--- src/core/fpu_decode_pkg.sv ---
/*
  Constants and enumerations for the floating-point format and function decoder.
  Assumes 32-bit instruction words with format in bits 25..21 and function in bits 5..0.
*/
package fpu_decode_pkg;
  localparam int unsigned INSN_W     = 32;
  localparam int unsigned FMT_HI     = 25;
  localparam int unsigned FMT_LO     = 21;
  localparam int unsigned FUNC_HI    = 5;
  localparam int unsigned FUNC_LO    = 0;
  localparam int unsigned TF_BIT     = 16;
  localparam int unsigned OPC_HI     = 31;
  localparam int unsigned OPC_LO     = 26;

  localparam logic [5:0] OPC_COP1    = 6'h11;
  localparam logic [5:0] OPC_COP2    = 6'h12;
  localparam logic [5:0] OPC_EXT     = 6'h13;

  localparam logic [4:0] FMT_IFACE_MAX = 5'h0F;
  localparam logic [4:0] FMT_SINGLE  = 5'h10;
  localparam logic [4:0] FMT_DOUBLE  = 5'h11;
  localparam logic [4:0] FMT_WORD    = 5'h14;
  localparam logic [4:0] FMT_LONG    = 5'h15;
  localparam logic [4:0] FMT_PAIRED  = 5'h16;

  localparam logic [2:0] ROW_COND_MOVE = 3'h2;
  localparam logic [2:0] ROW_CVT_UPPER = 3'h4;
  localparam logic [2:0] ROW_CVT_LOWER = 3'h5;

  typedef enum logic [3:0] {
    FC_IFACE    = 4'h0,
    FC_SINGLE   = 4'h1,
    FC_DOUBLE   = 4'h2,
    FC_WORD     = 4'h3,
    FC_LONG     = 4'h4,
    FC_PAIRED   = 4'h5,
    FC_RESERVED = 4'h6
  } fmt_class_t;

  typedef enum logic [4:0] {
    OP_NONE        = 5'h00,
    OP_ADD         = 5'h01,
    OP_SUB         = 5'h02,
    OP_MUL         = 5'h03,
    OP_DIV         = 5'h04,
    OP_SQRT        = 5'h05,
    OP_ABS         = 5'h06,
    OP_MOV         = 5'h07,
    OP_NEG         = 5'h08,
    OP_MOVE_IF_F   = 5'h09,
    OP_MOVE_IF_T   = 5'h0A,
    OP_CVT_UPPER   = 5'h0B,
    OP_CVT_LOWER   = 5'h0C,
    OP_COMPARE     = 5'h0D,
    OP_IDX_LOAD_W  = 5'h0E,
    OP_IDX_STORE_W = 5'h0F,
    OP_FMADD_S     = 5'h10,
    OP_FMSUB_S     = 5'h11,
    OP_NFMADD_S    = 5'h12,
    OP_NFMSUB_S    = 5'h13,
    OP_MF_FPR      = 5'h14,
    OP_DMF_FPR     = 5'h15,
    OP_MF_FPCTL    = 5'h16,
    OP_MF_FPR_HI   = 5'h17,
    OP_MT_FPR      = 5'h18,
    OP_DMT_FPR     = 5'h19,
    OP_MT_FPCTL    = 5'h1A,
    OP_MT_FPR_HI   = 5'h1B,
    OP_MF_COP2     = 5'h1C,
    OP_COP2_BRANCH = 5'h1D,
    OP_OTHER       = 5'h1E
  } fp_op_t;
endpackage

--- src/core/fpu_format_function_decoder.sv ---
/*
  Decoder for floating-point coprocessor instructions: format class, operation,
  and reserved-instruction indication, registered once on the core clock.
  Assumes one instruction word presented per cycle with a valid strobe.
*/
// Notes on behaviour
// (RQ1) Format 0..15 means interface move/control, never a data format.
// (RQ2) Format 16 is single, 17 is double.
// (RQ3) Format 20 word, 21 long, 22 paired-single.
// (RQ4) Formats 18, 19, 23, 24..31 reserved; 24..31 unusable in three-bit format.
// (RQ5) Single/double/word/long function 0..7: add, sub, mul, div, sqrt, abs, mov, neg.
// (RQ6) Long format legal only with 64-bit float operation enabled.
// (RQ7) Paired-single legal only with 64-bit float operation enabled.
// (RQ8) Extension group legal only with 64-bit float operation enabled.
// (RQ9) Conditional move: bit 16 zero is move-if-false, one is move-if-true.
// (RQ10) Extension row 000 indexed load word, row 001 indexed store word.
// (RQ11) Extension rows 100..111 fused ops; rows 010, 011 reserved.
// (RQ12) Paired rows 100, 101 convert halves; rows 110, 111 compares.
// (RQ13) Coprocessor-2 rs row 00 move-from, row 01 condition branch.
// (RQ14) Interface low rs bits select the eight move/control operations.
// (RQ15) Reserved encodings or disabled 64-bit groups raise reserved indication.
`timescale 1ns/1ns
`default_nettype none
module fpu_format_function_decoder (
  input  wire logic                                clk,          // Core clock
  input  wire logic                                reset_n,      // Async reset, active low
  input  wire logic                                insn_valid,   // Instruction word present
  input  wire logic [fpu_decode_pkg::INSN_W-1:0]   insn,         // Instruction word
  input  wire logic                                fp64_enable,  // 64-bit float ops enabled
  output logic                                     dec_valid_q,  // Decode result valid
  output fpu_decode_pkg::fmt_class_t               fmt_class_q,  // Format class
  output fpu_decode_pkg::fp_op_t                   fp_op_q,      // Decoded operation
  output logic                                     reserved_q    // Reserved instruction
);
  // ---------------------------------------------------------------
  // Field extraction
  // ---------------------------------------------------------------
  wire logic [5:0] opc   = insn[fpu_decode_pkg::OPC_HI:fpu_decode_pkg::OPC_LO];
  wire logic [4:0] fmt   = insn[fpu_decode_pkg::FMT_HI:fpu_decode_pkg::FMT_LO];
  wire logic [5:0] func  = insn[fpu_decode_pkg::FUNC_HI:fpu_decode_pkg::FUNC_LO];
  wire logic [2:0] row   = func[5:3];
  wire logic [2:0] col   = func[2:0];
  wire logic       true_false_select_bit = insn[fpu_decode_pkg::TF_BIT];
  wire logic       is_cop1 = (opc == fpu_decode_pkg::OPC_COP1);
  wire logic       is_cop2 = (opc == fpu_decode_pkg::OPC_COP2);
  wire logic       fp_extension_group = (opc == fpu_decode_pkg::OPC_EXT);

  // ---------------------------------------------------------------
  // Format classification
  // ---------------------------------------------------------------
  function automatic fpu_decode_pkg::fmt_class_t classify(input logic [4:0] f);
    if (f <= fpu_decode_pkg::FMT_IFACE_MAX)
      return fpu_decode_pkg::FC_IFACE; // RQ1
    unique case (f)
      fpu_decode_pkg::FMT_SINGLE: return fpu_decode_pkg::FC_SINGLE; // RQ2
      fpu_decode_pkg::FMT_DOUBLE: return fpu_decode_pkg::FC_DOUBLE; // RQ2
      fpu_decode_pkg::FMT_WORD:   return fpu_decode_pkg::FC_WORD;   // RQ3
      fpu_decode_pkg::FMT_LONG:   return fpu_decode_pkg::FC_LONG;   // RQ3
      fpu_decode_pkg::FMT_PAIRED: return fpu_decode_pkg::FC_PAIRED; // RQ3
      default:                    return fpu_decode_pkg::FC_RESERVED; // RQ4
    endcase
  endfunction

  // Basic arithmetic row shared by the data formats, paired-single row 000 included
  function automatic fpu_decode_pkg::fp_op_t arith_op(input logic [2:0] c);
    fpu_decode_pkg::fp_op_t o;
    o = fpu_decode_pkg::fp_op_t'(5'(c) + 5'(fpu_decode_pkg::OP_ADD)); // RQ5
    return o;
  endfunction

  wire fpu_decode_pkg::fmt_class_t fclass = classify(fmt);
  wire logic fmt_arith = (fclass == fpu_decode_pkg::FC_SINGLE) ||
                         (fclass == fpu_decode_pkg::FC_DOUBLE) ||
                         (fclass == fpu_decode_pkg::FC_WORD) ||
                         (fclass == fpu_decode_pkg::FC_LONG) ||
                         (fclass == fpu_decode_pkg::FC_PAIRED);
  wire logic fmt_cmov = (fclass == fpu_decode_pkg::FC_SINGLE) ||
                        (fclass == fpu_decode_pkg::FC_DOUBLE) ||
                        (fclass == fpu_decode_pkg::FC_PAIRED);
  wire logic cmov_hit = fmt_cmov && (row == fpu_decode_pkg::ROW_COND_MOVE) &&
                        (col == 3'h1);
  wire logic row_zero = (row == 3'h0);
  wire logic [2:0] low_rs = fmt[2:0];
  wire logic [1:0] high_rs = fmt[4:3];

  // ---------------------------------------------------------------
  // Operation selection
  // ---------------------------------------------------------------
  fpu_decode_pkg::fp_op_t op_d;
  logic                   rsv_d;
  always_comb
  begin
    op_d  = fpu_decode_pkg::OP_NONE;
    rsv_d = 1'b0;
    if (is_cop1)
    begin
      if (fclass == fpu_decode_pkg::FC_IFACE)
      begin
        // Only rs row 00 holds the move group here; other interface rows pass on
        op_d = (high_rs == 2'h0) ?
               fpu_decode_pkg::fp_op_t'(5'(low_rs) + 5'(fpu_decode_pkg::OP_MF_FPR)) // RQ14
               : fpu_decode_pkg::OP_OTHER;
      end
      else if (fclass == fpu_decode_pkg::FC_RESERVED)
        rsv_d = 1'b1; // RQ15
      else if (cmov_hit)
        op_d = true_false_select_bit ? fpu_decode_pkg::OP_MOVE_IF_T
                                     : fpu_decode_pkg::OP_MOVE_IF_F; // RQ9
      else if (fmt_arith && row_zero)
        op_d = arith_op(col); // RQ5
      else if (fclass == fpu_decode_pkg::FC_PAIRED && row == fpu_decode_pkg::ROW_CVT_UPPER
               && col == 3'h0)
        op_d = fpu_decode_pkg::OP_CVT_UPPER; // RQ12
      else if (fclass == fpu_decode_pkg::FC_PAIRED && row == fpu_decode_pkg::ROW_CVT_LOWER
               && col == 3'h0)
        op_d = fpu_decode_pkg::OP_CVT_LOWER; // RQ12
      else if (row[2:1] == 2'h3)
        op_d = fpu_decode_pkg::OP_COMPARE; // RQ12
      else if (fclass == fpu_decode_pkg::FC_PAIRED && row == 3'h1)
        rsv_d = 1'b1; // RQ15
      else
        op_d = fpu_decode_pkg::OP_OTHER;
      // Long and paired-single need the 64-bit unit
      if ((fclass == fpu_decode_pkg::FC_LONG || fclass == fpu_decode_pkg::FC_PAIRED)
          && !fp64_enable)
        rsv_d = 1'b1; // RQ6 RQ7 RQ15
    end
    else if (fp_extension_group)
    begin
      unique case (row)
        3'h0:    op_d = fpu_decode_pkg::OP_IDX_LOAD_W;  // RQ10
        3'h1:    op_d = fpu_decode_pkg::OP_IDX_STORE_W; // RQ10
        3'h4:    op_d = fpu_decode_pkg::OP_FMADD_S;     // RQ11
        3'h5:    op_d = fpu_decode_pkg::OP_FMSUB_S;     // RQ11
        3'h6:    op_d = fpu_decode_pkg::OP_NFMADD_S;    // RQ11
        3'h7:    op_d = fpu_decode_pkg::OP_NFMSUB_S;    // RQ11
        default: rsv_d = 1'b1;                          // RQ11
      endcase
      // Three-bit format of fused ops cannot reach 24..31; only reserved 2,3 checked
      if (!fp64_enable)
        rsv_d = 1'b1; // RQ8 RQ15
      if (rsv_d)
        op_d = fpu_decode_pkg::OP_NONE;
    end
    else if (is_cop2)
    begin
      unique case (high_rs)
        2'h0:    op_d = fpu_decode_pkg::OP_MF_COP2;     // RQ13
        2'h1:    op_d = fpu_decode_pkg::OP_COP2_BRANCH; // RQ13
        default: op_d = fpu_decode_pkg::OP_OTHER;
      endcase
    end
    if (rsv_d)
      op_d = fpu_decode_pkg::OP_NONE;
  end

  // ---------------------------------------------------------------
  // Output registers
  // ---------------------------------------------------------------
  always_ff @(posedge clk or negedge reset_n)
  begin
    if (!reset_n)
    begin
      dec_valid_q <= 1'b0;
      fmt_class_q <= fpu_decode_pkg::FC_IFACE;
      fp_op_q     <= fpu_decode_pkg::OP_NONE;
      reserved_q  <= 1'b0;
    end
    else
    begin
      dec_valid_q <= insn_valid;
      fmt_class_q <= fclass;
      fp_op_q     <= insn_valid ? op_d : fpu_decode_pkg::OP_NONE;
      reserved_q  <= insn_valid & rsv_d;
    end
  end

  // ---------------------------------------------------------------
  // Checks
  // ---------------------------------------------------------------
  long_needs_64_a: assert property (@(posedge clk) disable iff (!reset_n) // RQ6
    insn_valid && is_cop1 && fmt == fpu_decode_pkg::FMT_LONG && !fp64_enable
    |=> reserved_q)
    else $error("long format accepted with 64-bit disabled");
  paired_needs_64_a: assert property (@(posedge clk) disable iff (!reset_n) // RQ7
    insn_valid && is_cop1 && fmt == fpu_decode_pkg::FMT_PAIRED && !fp64_enable
    |=> reserved_q && fp_op_q == fpu_decode_pkg::OP_NONE)
    else $error("paired format accepted with 64-bit disabled");
  ext_needs_64_a: assert property (@(posedge clk) disable iff (!reset_n) // RQ8
    insn_valid && fp_extension_group && !fp64_enable |=> reserved_q)
    else $error("extension group accepted with 64-bit disabled");
  iface_class_a: assert property (@(posedge clk) disable iff (!reset_n) // RQ1
    insn_valid && fmt < 5'h10 |=> fmt_class_q == fpu_decode_pkg::FC_IFACE)
    else $error("interface format misclassified");
  cmov_select_a: assert property (@(posedge clk) disable iff (!reset_n) // RQ9
    insn_valid && is_cop1 && fmt == fpu_decode_pkg::FMT_SINGLE && func == 6'h11
    |=> fp_op_q == ($past(true_false_select_bit) ? fpu_decode_pkg::OP_MOVE_IF_T
                                                : fpu_decode_pkg::OP_MOVE_IF_F))
    else $error("conditional move variant wrong");
  arith_row_a: assert property (@(posedge clk) disable iff (!reset_n) // RQ5
    insn_valid && is_cop1 && fmt == fpu_decode_pkg::FMT_DOUBLE && func == 6'h04
    |=> fp_op_q == fpu_decode_pkg::OP_SQRT)
    else $error("double square root not decoded");
  ext_load_a: assert property (@(posedge clk) disable iff (!reset_n) // RQ10
    insn_valid && fp_extension_group && fp64_enable && row == 3'h0
    |=> fp_op_q == fpu_decode_pkg::OP_IDX_LOAD_W && !reserved_q)
    else $error("indexed load not decoded");
  reserved_fmt_a: assert property (@(posedge clk) disable iff (!reset_n) // RQ4
    insn_valid && is_cop1 &&
    (fmt == 5'h12 || fmt == 5'h13 || fmt == 5'h17 || fmt >= 5'h18)
    |=> reserved_q && fp_op_q == fpu_decode_pkg::OP_NONE &&
        fmt_class_q == fpu_decode_pkg::FC_RESERVED)
    else $error("reserved format not flagged");
  cop2_branch_a: assert property (@(posedge clk) disable iff (!reset_n) // RQ13
    insn_valid && is_cop2 && fmt[4:3] == 2'h1
    |=> fp_op_q == fpu_decode_pkg::OP_COP2_BRANCH)
    else $error("coprocessor-2 branch not decoded");
endmodule
`default_nettype wire

--- config.mk ---
export PLATFORM = sky130hd
export DESIGN_NAME = fpu_format_function_decoder
export DESIGN_NICKNAME = d
export VERILOG_FILES = /design/src/core/fpu_decode_pkg.sv /design/src/core/fpu_format_function_decoder.sv
export SDC_FILE = /design/constraint.sdc
export NUM_CORES = 1
export LEC_CHECK = 0
export BUFFER_PORTS_ARGS = -buffer_cell sky130_fd_sc_hd__buf_2
export CELL_PAD_IN_SITES_DETAIL_PLACEMENT = 0
export CELL_PAD_IN_SITES_GLOBAL_PLACEMENT = 1
export CORE_MARGIN = 2
export CORE_UTILIZATION = 31
export DETAILED_ROUTE_END_ITERATION = 10
export PLACE_DENSITY = 0.8
export SLEW_MARGIN = 20
export SYNTH_ARGS = -nofsm -noshare
export SYNTH_HDL_FRONTEND = slang
export SYNTH_SLANG_ARGS = --single-unit
export TNS_END_PERCENT = 10
--- constraint.sdc ---
create_clock -name clk -period 0.8 [get_ports clk]
set_input_delay 0.08 -clock clk [delete_from_list [all_inputs] [get_ports clk]]
set_output_delay 0.08 -clock clk [all_outputs]
set_load 0.05 [all_outputs]
==> flow_summary.ini <==
[run_status]
status = finished, violations left
violations = setup timing

[logic_synthesis]
synthDistinctLibCells = 41
syn_area_um2 = 912.1
syn-num-nets = 149
avgSynthCellArea_um2 = 8.292
yosys_most_used_dff = dfrtp_1
ys_ff_latch = 10
seq_area_frac_synth_pct = 27.43
synth-edff-count = 0
synthArstFlopShare_pct = 100.0
synth_top_cell_by_area = dfrtp_1
yosys_warnings = 0
synth_area_leaders = dfrtp_1, a21oi_1, nor2_1
netlist.area_leader.share_pct = 27.43
synthCells = 110

[pwr]
p_int_mw = 1.065
p_sw_share_pct = 30.27
p_sw_uw = 462.3
pwr-share-comb_pct = 37.0
finalPower_mw = 1.527
p_clk_share_pct = 28.5
p_per_area_nw_per_um2 = 1010
power_leakage_nw = 0.7049
vdd_drop_max_v = 0.001162
sequentialPowerShare_pct = 34.5

[critical_path]
end_kind = register
timing.critical_path.from = insn[28]
critPathMaxFanout = 4
cp_cell_sequence = buf_2, nor4b_4, nand4_1, o311ai_2, o21bai_4, nor3_1
path_depth = 6
worstPathArrival_ns = 1.35
slowest_stage = nor4b_4
worstPathRequired_ns = 0.94
max_stage_delay_ns = 0.35
start_kind = primary input
path_class = in -> reg
path_buf_inv = 1
crit_family = simple AND/OR/NAND/NOR gates
crit_end = fp_op_q[4]

[global_routing]
grt_pass1_wl_um = 4512
grtUsageTotal_pct = 17.31
grt_max_degree = 12
grt_pass1_vias = 1014
antenna_found_initial = 0
gr-total-overflow = 0

[floorplan]
dieArea_um2 = 3392
io_pins = 47
core_area_um2 = 2781
start_util_pct = 32.79
die_h_um = 58.25
rows = 19
die_w_um = 58.25

[clocking]
cts-buffers-inserted = 3
htree_levels = 1
cts.sinks = 10
clk_pin_slew_ns = 0.06
clockRootBuffer = clkbuf_4
cts_tree = yes
clock_path_buffers = 2

[timing]
fin_crit_sh_pct = 151.7
max_freq_mhz = 824.2
hold_violations = 0
holdWs_ns = 0.08308
min_period_ns = 1.213
postLayoutSetupSlackWorst_ns = -0.4133
slew_violations = 0
finalSetupViolCount = 16
rsz0062_at_grt = true

[route]
wire_per_inst_um = 13.55
drcViolationCount = 0
vias = 1049
vias_per_cell = 5.193
drtIter0Drc = 27
ant_nets = 0
wl_um = 2737
first_pass_iters = 4

[finish]
final_cell_mix = buf_4, buf_2, buf_6, nor2_1
diodes = 0
final_util_pct = 54.39
final_nets = 211
final_common_cell = buf_4
area_growth_pct = 65.84
drive_gt1_share_pct = 53.22

[place]
gp_congestion = 0.8670
io_buffer_count = 31
post-dp-hpwl_um = 2233

[job]
drv_cap = 0

[min_path]
hp-class = in -> reg
hp-start = insn_valid
[worst min-delay path by stage]
| stage | to | slack (ns) | depth (start not counted) |
|---|---|---|---|
| after floorplan | dec_valid_q | -0.22 | 0 |
| after global placement | fp_op_q[3] | -0.06 | 1 |
| after global routing | reserved_q | 0.07 | 2 |
| final | reserved_q | 0.08 | 2 |
| after CTS | reserved_q | 0.07 | 2 |
| after detailed placement | fmt_class_q[1] | -0.05 | 1 |
[flip-flops by register name, summed over array words and instances, names as in the netlist]
name and count:
fmt_class_q 3, reserved_q 1, dec_valid_q 1, fp_op_q 5
[cells in the mapped netlist, types with 2 or more instances]
library cell / instances
clkbuf_1: 2
a31oi_1: 2
o21bai_1: 2
a211o_1: 2
nor2_1: 11
o311ai_0: 2
nor2b_1: 2
ha_1: 3
nor3_1: 2
inv_1: 4
dfrtp_1: 10
xnor2_1: 2
nand2_1: 9
nor3b_1: 2
clkbuf_8: 2
and2b_2: 2
a21o_1: 3
a211oi_1: 5
a21oi_1: 11
o21ai_0: 4
buf_6: 2
nand2b_1: 5
and2_1: 3
[power groups by stage]
stage                     combinational [mW]  clock, mW  sequential (mW)
final                                  0.565      0.436            0.526
after CTS                              0.537      0.452            0.526
after global placement                 0.477          0            0.532
after global routing                   0.611      0.490            0.527
after detailed placement               0.486          0            0.532
after floorplan                        0.213          0            0.585
[repair_timing]
action	CTS	global route
gates resized for setup	33	7
buffers inserted	0	1
hold buffers	2	0
endpoints found under the hold margin	11	0
setup endpoints to repair	16	17
pin swaps	1	1
[per-layer routing]
layer  GRT usage (%)  up-vias  routed length, um
met2           31.17       40               1409
met5               0        -                  0
li1                -      522                  -
met4           5.316        0                 31
met3           1.563        4                164
met1           21.69      483               1132
[layout make-up]
cell class	count	area, um2
multi-input combinational	89	684.4
tap	31	38.79
fill	261	1269
clock buffer	4	36.28
sequential	10	250.2
inverter	4	20.02
timing repair buffer	64	483.0
[cells by family after synthesis]
group	synth area share, %
xor+xnor	1.921
flops	27.43
fa+ha+maj	4.116
buf+inv	8.780
other cells	0.4111
simple gates	28.26
compound gates	29.08
[stage by stage]
| step | setup slack, ns | instances | setup TNS (ns) | area, um2 |
|---|---|---|---|---|
| after floorplan | -0.4844 | 110 | -2.545 | 954.7 |
| after global routing | -0.4817 | 202 | -3.586 | 1513 |
| final | -0.4133 | 202 | -2.945 | 1513 |
| after detailed placement | -0.8082 | 195 | -5.022 | 1297 |
| after global placement | -0.7840 | 195 | -4.814 | 1297 |
| after CTS | -0.3904 | 201 | -2.709 | 1471 |
No activity file was read; power rests on OpenSTA's default activity.
